$ cat src/pwr_cfg.svh
// Purpose: constants of the planar write/read datapath
// Assumes: host I/O decode on 16 address bits, 20-bit memory address
// Notes: definitions only
`ifndef PWR_CFG_SVH
`define PWR_CFG_SVH
`define PWR_IO_INDEX_PORT 16'h03CE
`define PWR_IO_DATA_PORT 16'h03CF
`define PWR_IDX_FILL_VALUE 4'h0
`define PWR_IDX_FILL_ENABLE 4'h1
`define PWR_IDX_COMPARE 4'h2
`define PWR_IDX_ROTATE 4'h3
`define PWR_IDX_READ_PLANE 4'h4
`define PWR_IDX_MODE 4'h5
`define PWR_IDX_WINDOW 4'h6
`define PWR_IDX_PARTICIPATE 4'h7
`define PWR_IDX_PROTECT 4'h8
`define PWR_MASK_NIBBLE 8'h0F
`define PWR_MASK_ROTATE 8'h1F
`define PWR_MASK_READ_PLANE 8'h03
`define PWR_MASK_MODE 8'h7B
`define PWR_MASK_FULL 8'hFF
`define PWR_MASK_NONE 8'h00
`define PWR_RESET_BYTE 8'h00
`define PWR_ROT_LSB 0
`define PWR_OP_LSB 3
`define PWR_WRITE_OP_LSB 0
`define PWR_COMPARE_SEL_BIT 3
`define PWR_ODD_EVEN_BIT 4
`define PWR_INTERLEAVE_BIT 5
`define PWR_WIDE_BIT 6
`define PWR_GFX_BIT 0
`define PWR_CHAIN_BIT 1
`define PWR_WINDOW_LSB 2
`define PWR_BASE_A0000 20'hA0000
`define PWR_BASE_B0000 20'hB0000
`define PWR_BASE_B8000 20'hB8000
`define PWR_SIZE_128K 20'h20000
`define PWR_SIZE_64K 20'h10000
`define PWR_SIZE_32K 20'h08000
`define PWR_READ_LATENCY 3
`endif

$ cat src/pwr_pkg.sv
// Purpose: types shared by the planar write/read datapath
// Assumes: four 8-bit maps
// Notes: constants live in pwr_cfg.svh
`default_nettype none
package pwr_pkg;
  typedef logic [7:0] pwr_byte_t;
  typedef pwr_byte_t [8:0] pwr_regs_t;
  typedef enum logic [1:0] {OP_PASS, OP_AND, OP_OR, OP_XOR} pwr_logic_op_e;
  typedef enum logic [1:0] {WOP_ROTATED, WOP_LATCH, WOP_BIT_FILL, WOP_MASKED_FILL} pwr_write_op_e;
  typedef enum logic [1:0] {PH_IDLE, PH_ISSUE, PH_WAIT} pwr_phase_e;
  typedef enum logic [1:0] {LOAD_PLANAR, LOAD_INTERLEAVE, LOAD_WIDE} pwr_load_fmt_e;
  typedef struct packed {
    logic [3:0] fill_bits;
    logic [3:0] fill_en;
    logic [3:0] compare_bits;
    pwr_logic_op_e logic_op;
    logic [2:0] rotate_amount;
    logic [1:0] read_plane_field;
    logic wide_colour_load;
    logic interleave_shift;
    logic odd_even_mode;
    logic read_compare_select;
    pwr_write_op_e write_op_select;
    logic [1:0] host_window_field;
    logic chain_odd_even;
    logic graphics_addressing;
    logic [3:0] compare_participation;
    pwr_byte_t write_bit_protect;
  } pwr_cfg_s;
  typedef struct packed {
    logic [15:0] addr;
    logic rd;
    logic [3:0] we;
    logic [31:0] wdata;
  } pwr_map_req_s;
  typedef struct packed {
    pwr_load_fmt_e load_format;
    logic graphics_addressing;
    logic char_latch_disable;
  } pwr_disp_s;
  typedef struct packed {
    pwr_regs_t regs;
    logic [3:0] index;
    pwr_byte_t io_rdata;
    logic io_rvalid;
    logic [31:0] latch;
    pwr_phase_e phase;
    logic busy;
    logic [1:0] rd_plane;
    logic rd_compare;
    pwr_map_req_s map_req;
    pwr_byte_t mem_rdata;
    logic mem_ack;
    pwr_disp_s disp;
  } pwr_state_s;
endpackage : pwr_pkg
`default_nettype wire

$ cat src/pwr_datapath.sv
// Purpose: planar write/read datapath with index/data register pair
// Assumes: host strobes and map memory run on clock_i; map read data
//   is valid the cycle after map_req_o.rd
// Notes: reads take three cycles, writes one; requests are dropped while busy
`timescale 1ns/1ps
`default_nettype none
`include "pwr_cfg.svh"
module pwr_datapath (
  input wire logic clock_i,
  input wire logic reset_i,
  input wire logic [15:0] io_addr_i,
  input wire logic io_wr_i,
  input wire logic io_rd_i,
  input wire pwr_pkg::pwr_byte_t io_wdata_i,
  output pwr_pkg::pwr_byte_t io_rdata_o,
  output logic io_rvalid_o,
  input wire logic mem_wr_i,
  input wire logic mem_rd_i,
  input wire logic [19:0] mem_addr_i,
  input wire pwr_pkg::pwr_byte_t mem_wdata_i,
  input wire logic seq_chain4_i,
  output pwr_pkg::pwr_byte_t mem_rdata_o,
  output logic mem_ack_o,
  output logic mem_busy_o,
  output pwr_pkg::pwr_map_req_s map_req_o,
  input wire logic [31:0] map_rdata_i,
  output pwr_pkg::pwr_disp_s disp_o
);
  import pwr_pkg::*;

  pwr_state_s st_reg;
  pwr_state_s st_next;
  pwr_cfg_s cfg;
  logic idx_valid;
  logic io_index_hit;
  logic io_data_hit;
  logic [19:0] win_base;
  logic [19:0] win_size;
  logic [19:0] offset;
  logic in_win;
  logic [15:0] map_addr;
  logic [3:0] plane_we;
  logic [1:0] rd_plane;
  logic rd_take;
  logic wr_take;
  logic [31:0] write_data;
  pwr_byte_t read_byte;

  function automatic pwr_byte_t reg_mask(input logic [3:0] idx);
    case (idx)
      `PWR_IDX_FILL_VALUE, `PWR_IDX_FILL_ENABLE, `PWR_IDX_COMPARE, `PWR_IDX_WINDOW,
      `PWR_IDX_PARTICIPATE: reg_mask = `PWR_MASK_NIBBLE;
      `PWR_IDX_ROTATE: reg_mask = `PWR_MASK_ROTATE;
      `PWR_IDX_READ_PLANE: reg_mask = `PWR_MASK_READ_PLANE;
      `PWR_IDX_MODE: reg_mask = `PWR_MASK_MODE;
      `PWR_IDX_PROTECT: reg_mask = `PWR_MASK_FULL;
      default: reg_mask = `PWR_MASK_NONE;
    endcase
  endfunction : reg_mask

  always_comb begin
    cfg.fill_bits = st_reg.regs[`PWR_IDX_FILL_VALUE][3:0];
    cfg.fill_en = st_reg.regs[`PWR_IDX_FILL_ENABLE][3:0];
    cfg.compare_bits = st_reg.regs[`PWR_IDX_COMPARE][3:0];
    cfg.logic_op = pwr_logic_op_e'(st_reg.regs[`PWR_IDX_ROTATE][`PWR_OP_LSB +: 2]);
    cfg.rotate_amount = st_reg.regs[`PWR_IDX_ROTATE][`PWR_ROT_LSB +: 3];
    cfg.read_plane_field = st_reg.regs[`PWR_IDX_READ_PLANE][1:0];
    cfg.wide_colour_load = st_reg.regs[`PWR_IDX_MODE][`PWR_WIDE_BIT];
    cfg.interleave_shift = st_reg.regs[`PWR_IDX_MODE][`PWR_INTERLEAVE_BIT];
    cfg.odd_even_mode = st_reg.regs[`PWR_IDX_MODE][`PWR_ODD_EVEN_BIT];
    cfg.read_compare_select = st_reg.regs[`PWR_IDX_MODE][`PWR_COMPARE_SEL_BIT];
    cfg.write_op_select =
      pwr_write_op_e'(st_reg.regs[`PWR_IDX_MODE][`PWR_WRITE_OP_LSB +: 2]);
    cfg.host_window_field = st_reg.regs[`PWR_IDX_WINDOW][`PWR_WINDOW_LSB +: 2];
    cfg.chain_odd_even = st_reg.regs[`PWR_IDX_WINDOW][`PWR_CHAIN_BIT];
    cfg.graphics_addressing = st_reg.regs[`PWR_IDX_WINDOW][`PWR_GFX_BIT];
    cfg.compare_participation = st_reg.regs[`PWR_IDX_PARTICIPATE][3:0];
    cfg.write_bit_protect = st_reg.regs[`PWR_IDX_PROTECT];
  end

  assign idx_valid = (st_reg.index <= `PWR_IDX_PROTECT);
  assign io_index_hit = (io_addr_i == `PWR_IO_INDEX_PORT);
  assign io_data_hit = (io_addr_i == `PWR_IO_DATA_PORT);

  // host memory window and map addressing
  always_comb begin
    case (cfg.host_window_field)
      2'h0: begin
        win_base = `PWR_BASE_A0000;
        win_size = `PWR_SIZE_128K;
      end
      2'h1: begin
        win_base = `PWR_BASE_A0000;
        win_size = `PWR_SIZE_64K;
      end
      2'h2: begin
        win_base = `PWR_BASE_B0000;
        win_size = `PWR_SIZE_32K;
      end
      default: begin
        win_base = `PWR_BASE_B8000;
        win_size = `PWR_SIZE_32K;
      end
    endcase
    offset = mem_addr_i - win_base;
    in_win = (mem_addr_i >= win_base) && (offset < win_size);
    map_addr = offset[15:0];
    plane_we = 4'hF;
    rd_plane = cfg.read_plane_field;
    if (seq_chain4_i) begin
      plane_we = 4'(4'h1 << offset[1:0]);
      rd_plane = offset[1:0];
    end else if (cfg.chain_odd_even) begin
      // A0 steers the map; offset bit 16, the top bit of the 128K window, takes its place
      map_addr = {offset[15:1], offset[16]};
      plane_we = offset[0] ? 4'hA : 4'h5;
      rd_plane = {cfg.read_plane_field[1], offset[0]};
    end else if (cfg.odd_even_mode) begin
      // software keeps this bit equal to the sequencer's copy
      rd_plane = {cfg.read_plane_field[1], offset[0]};
    end
  end

  // reads win a same-cycle tie; nothing is taken while a read is open
  assign rd_take = (st_reg.phase == PH_IDLE) && mem_rd_i && in_win;
  assign wr_take = (st_reg.phase == PH_IDLE) && !mem_rd_i && mem_wr_i && in_win;

  pwr_write_unit u_write (
    .cfg_i(cfg),
    .host_i(mem_wdata_i),
    .latch_i(st_reg.latch),
    .data_o(write_data)
  );

  pwr_read_unit u_read (
    .map_data_i(map_rdata_i),
    .plane_i(st_reg.rd_plane),
    .compare_i(st_reg.rd_compare),
    .compare_bits_i(cfg.compare_bits),
    .participation_i(cfg.compare_participation),
    .byte_o(read_byte)
  );

  always_comb begin
    st_next = st_reg;
    st_next.io_rvalid = 1'b0;
    st_next.mem_ack = 1'b0;
    st_next.map_req.rd = 1'b0;
    st_next.map_req.we = 4'h0;
    if (io_wr_i && io_index_hit) begin
      st_next.index = io_wdata_i[3:0];
    end
    if (io_wr_i && io_data_hit && idx_valid) begin
      st_next.regs[st_reg.index] = io_wdata_i & reg_mask(st_reg.index);
    end
    if (io_rd_i && io_index_hit) begin
      st_next.io_rdata = {4'h0, st_reg.index};
      st_next.io_rvalid = 1'b1;
    end else if (io_rd_i && io_data_hit) begin
      st_next.io_rdata = idx_valid ? st_reg.regs[st_reg.index] : `PWR_RESET_BYTE;
      st_next.io_rvalid = 1'b1;
    end
    case (st_reg.phase)
      PH_IDLE: begin
        if (rd_take) begin
          st_next.map_req.rd = 1'b1;
          st_next.map_req.addr = map_addr;
          st_next.rd_plane = rd_plane;
          st_next.rd_compare = cfg.read_compare_select;
          st_next.phase = PH_ISSUE;
          st_next.busy = 1'b1;
        end else if (wr_take) begin
          st_next.map_req.we = plane_we;
          st_next.map_req.addr = map_addr;
          st_next.map_req.wdata = write_data;
          st_next.mem_ack = 1'b1;
        end
      end
      PH_ISSUE: st_next.phase = PH_WAIT;
      PH_WAIT: begin
        st_next.latch = map_rdata_i;
        st_next.mem_rdata = read_byte;
        st_next.mem_ack = 1'b1;
        st_next.phase = PH_IDLE;
        st_next.busy = 1'b0;
      end
      default: begin
        st_next.phase = PH_IDLE;
        st_next.busy = 1'b0;
      end
    endcase
    if (cfg.wide_colour_load) begin
      st_next.disp.load_format = LOAD_WIDE;
    end else if (cfg.interleave_shift) begin
      st_next.disp.load_format = LOAD_INTERLEAVE;
    end else begin
      st_next.disp.load_format = LOAD_PLANAR;
    end
    st_next.disp.graphics_addressing = cfg.graphics_addressing;
    st_next.disp.char_latch_disable = cfg.graphics_addressing;
  end

  always_ff @(posedge clock_i or posedge reset_i) begin
    if (reset_i) begin
      st_reg <= '0;
    end else begin
      st_reg <= st_next;
    end
  end

  assign io_rdata_o = st_reg.io_rdata;
  assign io_rvalid_o = st_reg.io_rvalid;
  assign mem_rdata_o = st_reg.mem_rdata;
  assign mem_ack_o = st_reg.mem_ack;
  assign mem_busy_o = st_reg.busy;
  assign map_req_o = st_reg.map_req;
  assign disp_o = st_reg.disp;

  // checker helpers
  logic [31:0] fill_word;
  assign fill_word = {{8{cfg.fill_bits[3]}}, {8{cfg.fill_bits[2]}},
                      {8{cfg.fill_bits[1]}}, {8{cfg.fill_bits[0]}}};

  AST_INDEX_LOAD: assert property (@(posedge clock_i) disable iff (reset_i)
    io_wr_i && io_index_hit |=> {4'h0, st_reg.index} == ($past(io_wdata_i) & 8'h0F))
    else $error("index not loaded from the index port");

  AST_READBACK_ZERO: assert property (@(posedge clock_i) disable iff (reset_i)
    io_rd_i && io_data_hit && st_reg.index == `PWR_IDX_ROTATE
    |=> io_rvalid_o && io_rdata_o[7:5] == 3'h0)
    else $error("rotate register readback wrong");

  AST_UNIMPL_WRITE: assert property (@(posedge clock_i) disable iff (reset_i)
    io_wr_i && io_data_hit && st_reg.index > `PWR_IDX_PROTECT |=> $stable(st_reg.regs))
    else $error("write to unimplemented index changed a register");

  AST_MODE0_FILL: assert property (@(posedge clock_i) disable iff (reset_i)
    wr_take && cfg.write_op_select == WOP_ROTATED && cfg.fill_en == 4'hF
    && cfg.logic_op == OP_PASS && cfg.write_bit_protect == 8'hFF
    |=> map_req_o.wdata == $past(fill_word))
    else $error("mode 0 fill data wrong");

  AST_ROTATE_ONE: assert property (@(posedge clock_i) disable iff (reset_i)
    wr_take && cfg.write_op_select == WOP_ROTATED && cfg.fill_en == 4'h0
    && cfg.logic_op == OP_PASS && cfg.write_bit_protect == 8'hFF && cfg.rotate_amount == 3'h1
    |=> map_req_o.wdata[7:0] == {$past(mem_wdata_i[0]), $past(mem_wdata_i[7:1])})
    else $error("rotate by one wrong");

  AST_LATCH_COPY: assert property (@(posedge clock_i) disable iff (reset_i)
    wr_take && cfg.write_op_select == WOP_LATCH
    |=> map_req_o.wdata == $past(st_reg.latch) && map_req_o.we != 4'h0 && mem_ack_o)
    else $error("mode 1 did not store the latches");

  AST_BIT_FILL_XOR: assert property (@(posedge clock_i) disable iff (reset_i)
    wr_take && cfg.write_op_select == WOP_BIT_FILL && cfg.logic_op == OP_XOR
    && cfg.write_bit_protect == 8'hFF && mem_wdata_i[3:0] == 4'hF
    |=> map_req_o.wdata == ~$past(st_reg.latch))
    else $error("mode 2 with xor wrong");

  AST_WINDOW_B8: assert property (@(posedge clock_i) disable iff (reset_i)
    (mem_rd_i || mem_wr_i) && cfg.host_window_field == 2'h3 && mem_addr_i < 20'hB8000
    |=> !map_req_o.rd && map_req_o.we == 4'h0)
    else $error("access outside the window reached the maps");

  AST_ODD_EVEN_WE: assert property (@(posedge clock_i) disable iff (reset_i)
    wr_take && cfg.chain_odd_even && !seq_chain4_i
    |=> map_req_o.we == ($past(mem_addr_i[0]) ? 4'hA : 4'h5))
    else $error("odd/even plane select wrong");

  AST_READ_LATENCY: assert property (@(posedge clock_i) disable iff (reset_i)
    rd_take |=> map_req_o.rd ##2 (mem_ack_o && st_reg.latch == $past(map_rdata_i)))
    else $error("read did not complete in three cycles");

  AST_COMPARE_ALL: assert property (@(posedge clock_i) disable iff (reset_i)
    $past(st_reg.phase) == PH_WAIT && $past(st_reg.rd_compare)
    && $past(cfg.compare_participation) == 4'hF && $past(cfg.compare_bits) == 4'h0
    |-> mem_rdata_o == ~(st_reg.latch[31:24] | st_reg.latch[23:16]
                         | st_reg.latch[15:8] | st_reg.latch[7:0]))
    else $error("colour compare result wrong");
endmodule : pwr_datapath
`default_nettype wire

$ cat src/pwr_read_unit.sv
// Purpose: read-side byte selection and colour compare
// Assumes: map data holds plane n in bits 8n+7..8n
// Notes: purely combinational
`timescale 1ns/1ps
`default_nettype none
module pwr_read_unit (
  input wire logic [31:0] map_data_i,
  input wire logic [1:0] plane_i,
  input wire logic compare_i,
  input wire logic [3:0] compare_bits_i,
  input wire logic [3:0] participation_i,
  output pwr_pkg::pwr_byte_t byte_o
);
  import pwr_pkg::*;
  pwr_byte_t match;
  genvar b;
  generate
    for (b = 0; b < 8; b++) begin : g_bit
      // a plane left out of the compare can never break a match
      assign match[b] = &(~({map_data_i[24+b], map_data_i[16+b], map_data_i[8+b],
                             map_data_i[b]} ^ compare_bits_i) | ~participation_i);
    end
  endgenerate
  assign byte_o = compare_i ? match : map_data_i[{plane_i, 3'b000} +: 8];
endmodule : pwr_read_unit
`default_nettype wire

$ cat src/pwr_write_unit.sv
// Purpose: write-side data path for the four maps
// Assumes: latch holds the bytes of the last host read
// Notes: purely combinational
`timescale 1ns/1ps
`default_nettype none
`include "pwr_cfg.svh"
module pwr_write_unit (
  input wire pwr_pkg::pwr_cfg_s cfg_i,
  input wire pwr_pkg::pwr_byte_t host_i,
  input wire logic [31:0] latch_i,
  output logic [31:0] data_o
);
  import pwr_pkg::*;
  pwr_byte_t rotated;
  // right rotate: low byte of the doubled byte shifted down
  assign rotated = pwr_byte_t'({host_i, host_i} >> cfg_i.rotate_amount);
  genvar n;
  generate
    for (n = 0; n < 4; n++) begin : g_plane
      pwr_byte_t src;
      pwr_byte_t mask;
      pwr_byte_t alu;
      pwr_byte_t old;
      assign old = latch_i[8*n +: 8];
      always_comb begin
        case (cfg_i.write_op_select)
          WOP_ROTATED: begin
            src = cfg_i.fill_en[n] ? {8{cfg_i.fill_bits[n]}} : rotated;
            mask = cfg_i.write_bit_protect;
          end
          WOP_BIT_FILL: begin
            src = {8{host_i[n]}};
            mask = cfg_i.write_bit_protect;
          end
          WOP_MASKED_FILL: begin
            src = {8{cfg_i.fill_bits[n]}};
            mask = rotated & cfg_i.write_bit_protect;
          end
          default: begin
            src = old;
            mask = `PWR_MASK_NONE;
          end
        endcase
        // for WOP_ROTATED the rotation is already in src, so it precedes the operation
        case (cfg_i.logic_op)
          OP_AND: alu = src & old;
          OP_OR: alu = src | old;
          OP_XOR: alu = src ^ old;
          default: alu = src;
        endcase
      end
      assign data_o[8*n +: 8] = (alu & mask) | (old & ~mask);
    end
  endgenerate
endmodule : pwr_write_unit
`default_nettype wire

$ cat config.mk
export PLATFORM = sky130hd
export DESIGN_NAME = pwr_datapath
export DESIGN_NICKNAME = d
export VERILOG_FILES = /design/src/pwr_pkg.sv /design/src/pwr_datapath.sv /design/src/pwr_read_unit.sv /design/src/pwr_write_unit.sv
export VERILOG_INCLUDE_DIRS = /design/src
export SDC_FILE = /design/constraint.sdc
export NUM_CORES = 1
export LEC_CHECK = 0
export ABC_AREA = 1
export BUFFER_PORTS_ARGS = -buffer_cell sky130_fd_sc_hd__buf_2
export CORE_MARGIN = 2
export CORE_UTILIZATION = 50
export DETAILED_ROUTE_END_ITERATION = 7
export GPL_TIMING_DRIVEN = 0
export HOLD_SLACK_MARGIN = 0.05
export PLACE_DENSITY_LB_ADDON = 0.1
export SLEW_MARGIN = 15
export SYNTH_ARGS = -nofsm -noshare
export SYNTH_HDL_FRONTEND = slang
export SYNTH_SLANG_ARGS = --single-unit
$ cat constraint.sdc
create_clock -name clock_i -period 6.5 [get_ports clock_i]
set_input_delay 0.65 -clock clock_i [delete_from_list [all_inputs] [get_ports clock_i]]
set_output_delay 0.65 -clock clock_i [all_outputs]
set_load 0.01 [all_outputs]
==> results of run 1 <==
-- cell families (layout without fill, tap and decap cells) --
| family | after synthesis | after routing |
|---|---|---|
| AND/OR/NAND/NOR | 791 | 791 |
| XOR/XNOR | 1 | 1 |
| flip-flops | 188 | 188 |
| multiplexers | 3 | 3 |
| AO/OA/AOI/OAI | 348 | 348 |
| adder cells (fa/ha/maj) | 69 | 69 |
| other | 0 | 5 |
| buffers and inverters | 403 | 602 |
-- final timing paths --
path	slack (ps)	to	cells past startpoint	startpoint
max	2950	map_req_o[24]	14	cfg[14]
min	270	map_req_o[11]	2	reset_i
max reg2reg	2950	map_req_o[24]	14	cfg[14]
min reg2reg	460	disp_o[0]	0	cfg[12]
max in group asynchronous	5240	map_req_o[39]	3	reset_i
min in group clock_i	390	map_req_o[48]	3	mem_addr_i[11]
-- power breakdown --
part           internal (mW)  switching, mW  total, mW
Sequential              1.34          0.157       1.50
Clock                  0.517          0.549       1.07
Combinational          0.412          0.460      0.872
-- per-layer routing --
layer,vias up,track usage,wire [microns]
met5,-,0,19
met4,4,0.126,1520
met3,100,0.0530,2920
met2,464,0.475,17400
met1,5791,0.403,16800
li1,6073,-,-
-- layout make-up --
| type | instances | area (sq um) |
|---|---|---|
| antenna | 5 | 12.5 |
| buffer | 142 | 816 |
| clock buffer | 17 | 425 |
| clock inverter | 15 | 170 |
| fill | 2419 | 10400 |
| inverter | 261 | 987 |
| multi-input combinational | 1212 | 6060 |
| sequential | 188 | 4700 |
| tap | 330 | 413 |
| timing repair buffer | 167 | 858 |
-- critical path, stage by stage, from the launching register on --
cell      delay, ps
dfrtp_1         430
nand2_1          80
inv_1            40
ha_1            170
inv_1            90
fa_1            440
ha_1            280
a21boi_0        160
o21a_1          140
nor2_1           70
nand4_1         100
clkbuf_1        630
clkbuf_1        460
a21oi_1          80
a21oi_1         270
-- through the flow --
step	power, mW	setup WS (ps)	utilization	TNS (ps)
2_1_floorplan	2.06	736	-	0
3_3_place_gp	2.36	-1500	0.555	-276960
3_5_place_dp	2.38	2710	0.556	0
4_1_cts	3.44	2950	0.580	0
5_1_grt	3.64	2750	0.580	0
6_report	3.43	2950	0.580	0
-- cell usage in the layout, fill, tap and decap left out, types with 60 or more instances in the layout --
cell / synthesis / final
inv_1: 246 / 245
clkbuf_1: 60 / 60
nor2_1: 101 / 101
dfrtp_1: 188 / 188
buf_4: 73 / 73
nand3_1: 86 / 86
ha_1: 68 / 68
nand2_1: 584 / 584
buf_2: 7 / 173
o21ai_0: 137 / 137
a21oi_1: 113 / 113
==> metrics, run 1 <==
skew final 15.3 ps; Yosys reg bits 188; Slew Viols, Final 0; Post-Synth Adder-Cell Area 0.0693; clk sink count 188; synth warn 0; Hold Path Class in -> async; share of the synthesized area in the top cell type 0.375; initial drt markers 1030; CP Capture Type register; Critical Path RT 6850 ps; Chip Height 162 microns; site row count 58; Initial Utilization 0.505; largest family of logic cells by synthesized area simple AND/OR/NAND/NOR gates; asr flop ratio synth 1.00; total core area 24900 sq um; wire length of the first global-routing pass 61500 microns; Root Driver clkbuf_16; DR DRC count 0; sequential share of the synthesized area 0.375; number of enable flip-flop cells after synthesis 0; Slew HR 0.231; max FFs per register 72; largest net degree at the start of global routing 101; share of cells above drive strength 1 0.145; final hold violations 0; RSZ-0062 raised after global routing false; vias in the first global route 11.7k; top cells by area, synth dfrtp_1 37%, nand2_1 17%, inv_1 7.4%, ha_1 6.8%, o21ai_0 5.5%; wire per inst 16.5 microns; placed inst area 13800 sq um; Worst Path Max Fanout 10; XOR/XNOR share of the synthesized area 0.000697; CTS H-Tree Depth 4; final setup fails 0; placed cells 2300; placer congestion estimate 0.931; largest area contributor in the netlist dfrtp_1; Worst Max-Slew Pin Slew 1150 ps; number of buffers created by CTS 17; Final min period 3550 ps; total wire length 38600 microns; most common library cells after synthesis 584 x nand2_1, 246 x inv_1, 188 x dfrtp_1, 137 x o21ai_0, 113 x a21oi_1; Finished Layout Cells 2337; die area 26400 sq um; mux cell area share after synthesis 0.00269; hpwl dp 29100 microns; average size of a mapped cell 6.97 sq um; ANT nets after route 0; maxcap violations 0; CTS tree built; GRT Overall Usage 0.298; die width 162 microns; initial antenna violation count 6; CTS max path bufs 2; Vias 12.4k; post-synthesis cell type count 39; fmax 282 MHz; Setup crit start kind register; Post-CTS Hold Buffers 0; # resized after CTS 0; Worst EP arrival 3900 ps; pwr dens 238 nW/um^2; syn_nets 1963; Main synth FF type dfrtp_1; simple-gate share of the synthesized area 0.251; synthesized cell area 12600 sq um; Leakage 8.18 nW; cell with the most instances after synthesis nand2_1; Syn Inst Count 1803; IO Pins 167; status finished, final reports clean; final instance area 14400 sq um; count of input and output buffers 166; clock latency on the worst-skew pair 450 ps; final worst-path cycle share 0.546; Synth Area in Compound Gates 0.158; vias per std cell 5.32; Max VDD drop 0.000170 V; post-CTS setup buffer count 0; critical path type reg -> reg; worst-case hold slack 272 ps; Layout Area Growth over Synthesis 15.0%; GRT overflow 0; Reg clk slew, reported paths 80 ps; drt pass-1 iters 5; Layout Nets 2149
No activity file was read; power rests on OpenSTA's default activity.
==> run 2: changes to the inputs <==
--- a/config.mk
+++ b/config.mk
@@ -6,7 +6,7 @@
 export SDC_FILE = /design/constraint.sdc
 export NUM_CORES = 1
 export LEC_CHECK = 0
-export ABC_AREA = 1
+export ABC_AREA = 0
 export BUFFER_PORTS_ARGS = -buffer_cell sky130_fd_sc_hd__buf_2
 export CORE_MARGIN = 2
 export CORE_UTILIZATION = 50
==> constraint.sdc (replaced) <==
create_clock -name clock_i -period 3.7 [get_ports clock_i]
set_input_delay 0.37 -clock clock_i [delete_from_list [all_inputs] [get_ports clock_i]]
set_output_delay 0.37 -clock clock_i [all_outputs]
set_load 0.01 [all_outputs]
==> run 2 against run 1 <==
Register-to-register slack got worse by 2800 ps. Clock skew increased by 1.2 ps. Utilization increased by 0.77 points. Wire length increased by 5.5%. Critical endpoint is now map_req_o[30]. Flip-flop and latch count unchanged. Sequential power increased by 83%. Synthesized cell count decreased by 26%. Worst setup slack got worse by 2800 ps. Area after synthesis increased by 1.6%. Hold slack got worse by 140 ps.
==> metrics, run 2 <==
Critical Path RT 4070 ps (-2780 ps); cell with the most instances after synthesis dfrtp_1; Worst Max-Slew Pin Slew 1090 ps (-61.1 ps); Slew HR 0.273 (+0.0422); clk sink count 188 (unchanged); Slew Viols, Final 0 (unchanged); worst-case hold slack 133 ps (-139 ps); largest area contributor in the netlist dfrtp_1; wire length of the first global-routing pass 62300 microns (+1.3%); Leakage 7.01 nW (-14%); final setup fails 0 (unchanged); initial antenna violation count 0 (-6); post-synthesis cell type count 63 (+62%); Hold Path Class in -> reg; Syn Inst Count 1340 (-26%); Place WS -88.5 ps (-2790 ps); average size of a mapped cell 9.52 sq um (+37%); register area 4700 sq um (unchanged); Util after Layout 0.588 (+0.00772); Reg clk slew, reported paths 80 ps (about the same); share of cells above drive strength 1 0.276 (+0.131); GRT Overall Usage 0.313 (+0.0147); Crit-path slowest cell dfrtp_1; site row count 58 (unchanged); total core area 25100 sq um (+0.87%); GR peak layer met1; sequential share of the synthesized area 0.369 (-0.00599); GRT met2 Usage 0.448 (-0.0266); Layout Area Growth over Synthesis 15.7%; Chip Height 164 microns (+0.79%); CP max stage delay 540 ps (-90 ps); max FFs per register 72 (unchanged); CTS tree built; die width 164 microns (+0.79%); Worst Path Max Fanout 10 (unchanged); worst flop-to-flop path startpoint cfg[15]; die area 26800 sq um (+1.6%); most numerous cell on the critical path ha_1; final worst-path setup slack 198 ps (-2760 ps); most common cell after layout, fill and taps aside dfrtp_1; Max VDD drop 0.000256 V (+50%); syn_nets 1500 (-24%); Worst Setup SP cfg[15]; number of enable flip-flop cells after synthesis 0 (unchanged); number of buffers created by CTS 17 (unchanged); ANT nets after route 0 (unchanged); RSZ-0062 raised after global routing false; met3 Resource Use GR 0.0697 (+0.0167); placed inst area 14100 sq um (+2.0%); status finished, final reports clean; wire per inst 21.8 microns (+32%); most frequent cells in the layout 188 x dfrtp_1, 179 x buf_2, 139 x nand2_1; critical path type reg -> reg; clock latency on the worst-skew pair 450 ps (about the same); Yosys reg bits 188 (unchanged); final instance area 14800 sq um (+2.2%); met1 Use GR 0.474 (+0.0714); delay-heaviest family, CP simple AND/OR/NAND/NOR gates; CTS max path bufs 2 (unchanged); top cells by area, synth dfrtp_1 37%, ha_1 6.7%, mux4_2 5.6%, mux2_2 5.5%, buf_4 4.5%; IO Pins 167 (unchanged); placer congestion estimate 0.998 (+7.2%); Final min period 3500 ps (-43.9 ps); Main synth FF type dfrtp_1; count of input and output buffers 166 (unchanged); Root Driver clkbuf_16; crit path buf inv count 2 (-2); Setup crit start kind register; final worst-path cycle share 0.947 (+0.401); share of the synthesized area in the top cell type 0.369 (-0.00599); area of the multi-input gates 6900 sq um (+14%); GRT overflow 0 (unchanged); fmax 286 MHz (+1.3%); total wire length 40800 microns (+5.5%); Initial Utilization 0.508 (+0.00375); final hold violations 0 (unchanged); vias per std cell 5.71 (+7.4%); Critical Path, Cell by Cell and2_1, ha_1, inv_1, fa_1, xor2_1, ha_1, nor4b_2, nand2b_1, a211oi_4, clkbuf_1, nand4_1, nand3_1; drt pass-1 iters 5 (unchanged); Finished Layout Cells 1874 (-20%); maxcap violations 0 (unchanged); hpwl dp 31900 microns (+9.7%); ant diodes 0 (-5); DR DRC count 0 (unchanged); CTS H-Tree Depth 4 (unchanged); Vias 10.7k (-14%); most common library cells after synthesis 188 x dfrtp_1, 139 x nand2_1, 102 x o21ai_0, 78 x inv_1, 76 x buf_4; Worst EP arrival 3870 ps (-30 ps); placed cells 1841 (-20%); synth warn 0 (unchanged); number of filler cells placed in the layout 2291 (-5.3%); CP Capture Type register; r2r setup slk 200 ps (-2760 ps); Layout Nets 1691 (-21%); synthesized cell area 12800 sq um (+1.6%); vias in the first global route 10.1k (-13%); pwr dens 420 nW/um^2 (+77%); Hold Startpoint mem_addr_i[6]; largest net degree at the start of global routing 36 (-64%); asr flop ratio synth 1.00 (unchanged); skew final 16.6 ps (+1.23 ps); initial drt markers 894 (-13%)
[run 2: cell count changes in the layout (fill, tap and decap cells not counted), sizes merged, moves of 32 or more]
cell / change
mux2i: +37
xor2: +32
mux4: +32
o21a: +34
inv: -171
nand2: -445
a21oi: -62
nand3: -47
mux2: +62
nor2: -32
o21ai: -37
[run 2: logic make-up (layout without fill, tap and decap cells)]
group,count (synthesis),count (layout),synth area share
buffers and inverters,237,441,0.0939
adder cells (fa/ha/maj),69,69,0.0682
AND/OR/NAND/NOR,361,361,0.142
AO/OA/AOI/OAI,318,318,0.162
multiplexers,134,134,0.143
flip-flops,188,188,0.369
XOR/XNOR,33,33,0.0226
[run 2: power by group]
part | switching, mW | leakage (nW) | internal, mW
combinational | 0.797 | 4.32 | 0.783
clock | 0.963 | 0.288 | 0.913
sequential | 0.377 | 2.40 | 2.37
[run 2: timing repair]
action	CTS	global route
endpoints found under the setup margin	12	44
resized for setup	2	13
pin swaps	0	1
buffers inserted	0	1
hold buffers	1	0
endpoints found under the hold margin	7	0
[run 2: layout make-up]
class	count	share of cell area
clock buffers	17	0.0288
plain buffers	158	0.0615
inverters	78	0.0201
well taps	330	0.0280
repair buffers	173	0.0642
flip-flops and latches	188	0.319
clock inverters	15	0.0116
multi-input cells	915	0.467
[run 2: routing by layer]
layer,routed length (microns),vias up
met4,941,0
li1,-,5043
met3,3840,43
met5,0,-
met1,19100,5140
met2,16900,480
[run 2: path summary, 6_finish.rpt]
kind,endpoint,cells after the start
worst max-delay path,map_req_o[30],12
worst min-delay path,map_req_o[43],2
worst max register to register,map_req_o[30],12
worst min register to register,disp_o[0],0
max in group asynchronous,st_reg[140],7
min in group asynchronous,map_req_o[4],3
[run 2: through the flow]
stage / setup TNS [ps] / power [mW]
final: 0 / 6.20
after global routing: 0 / 6.55
after CTS: -20.3 / 6.19
after detailed placement: -489 / 4.32
after global placement: -46150 / 4.27
after floorplan: 0 / 3.67
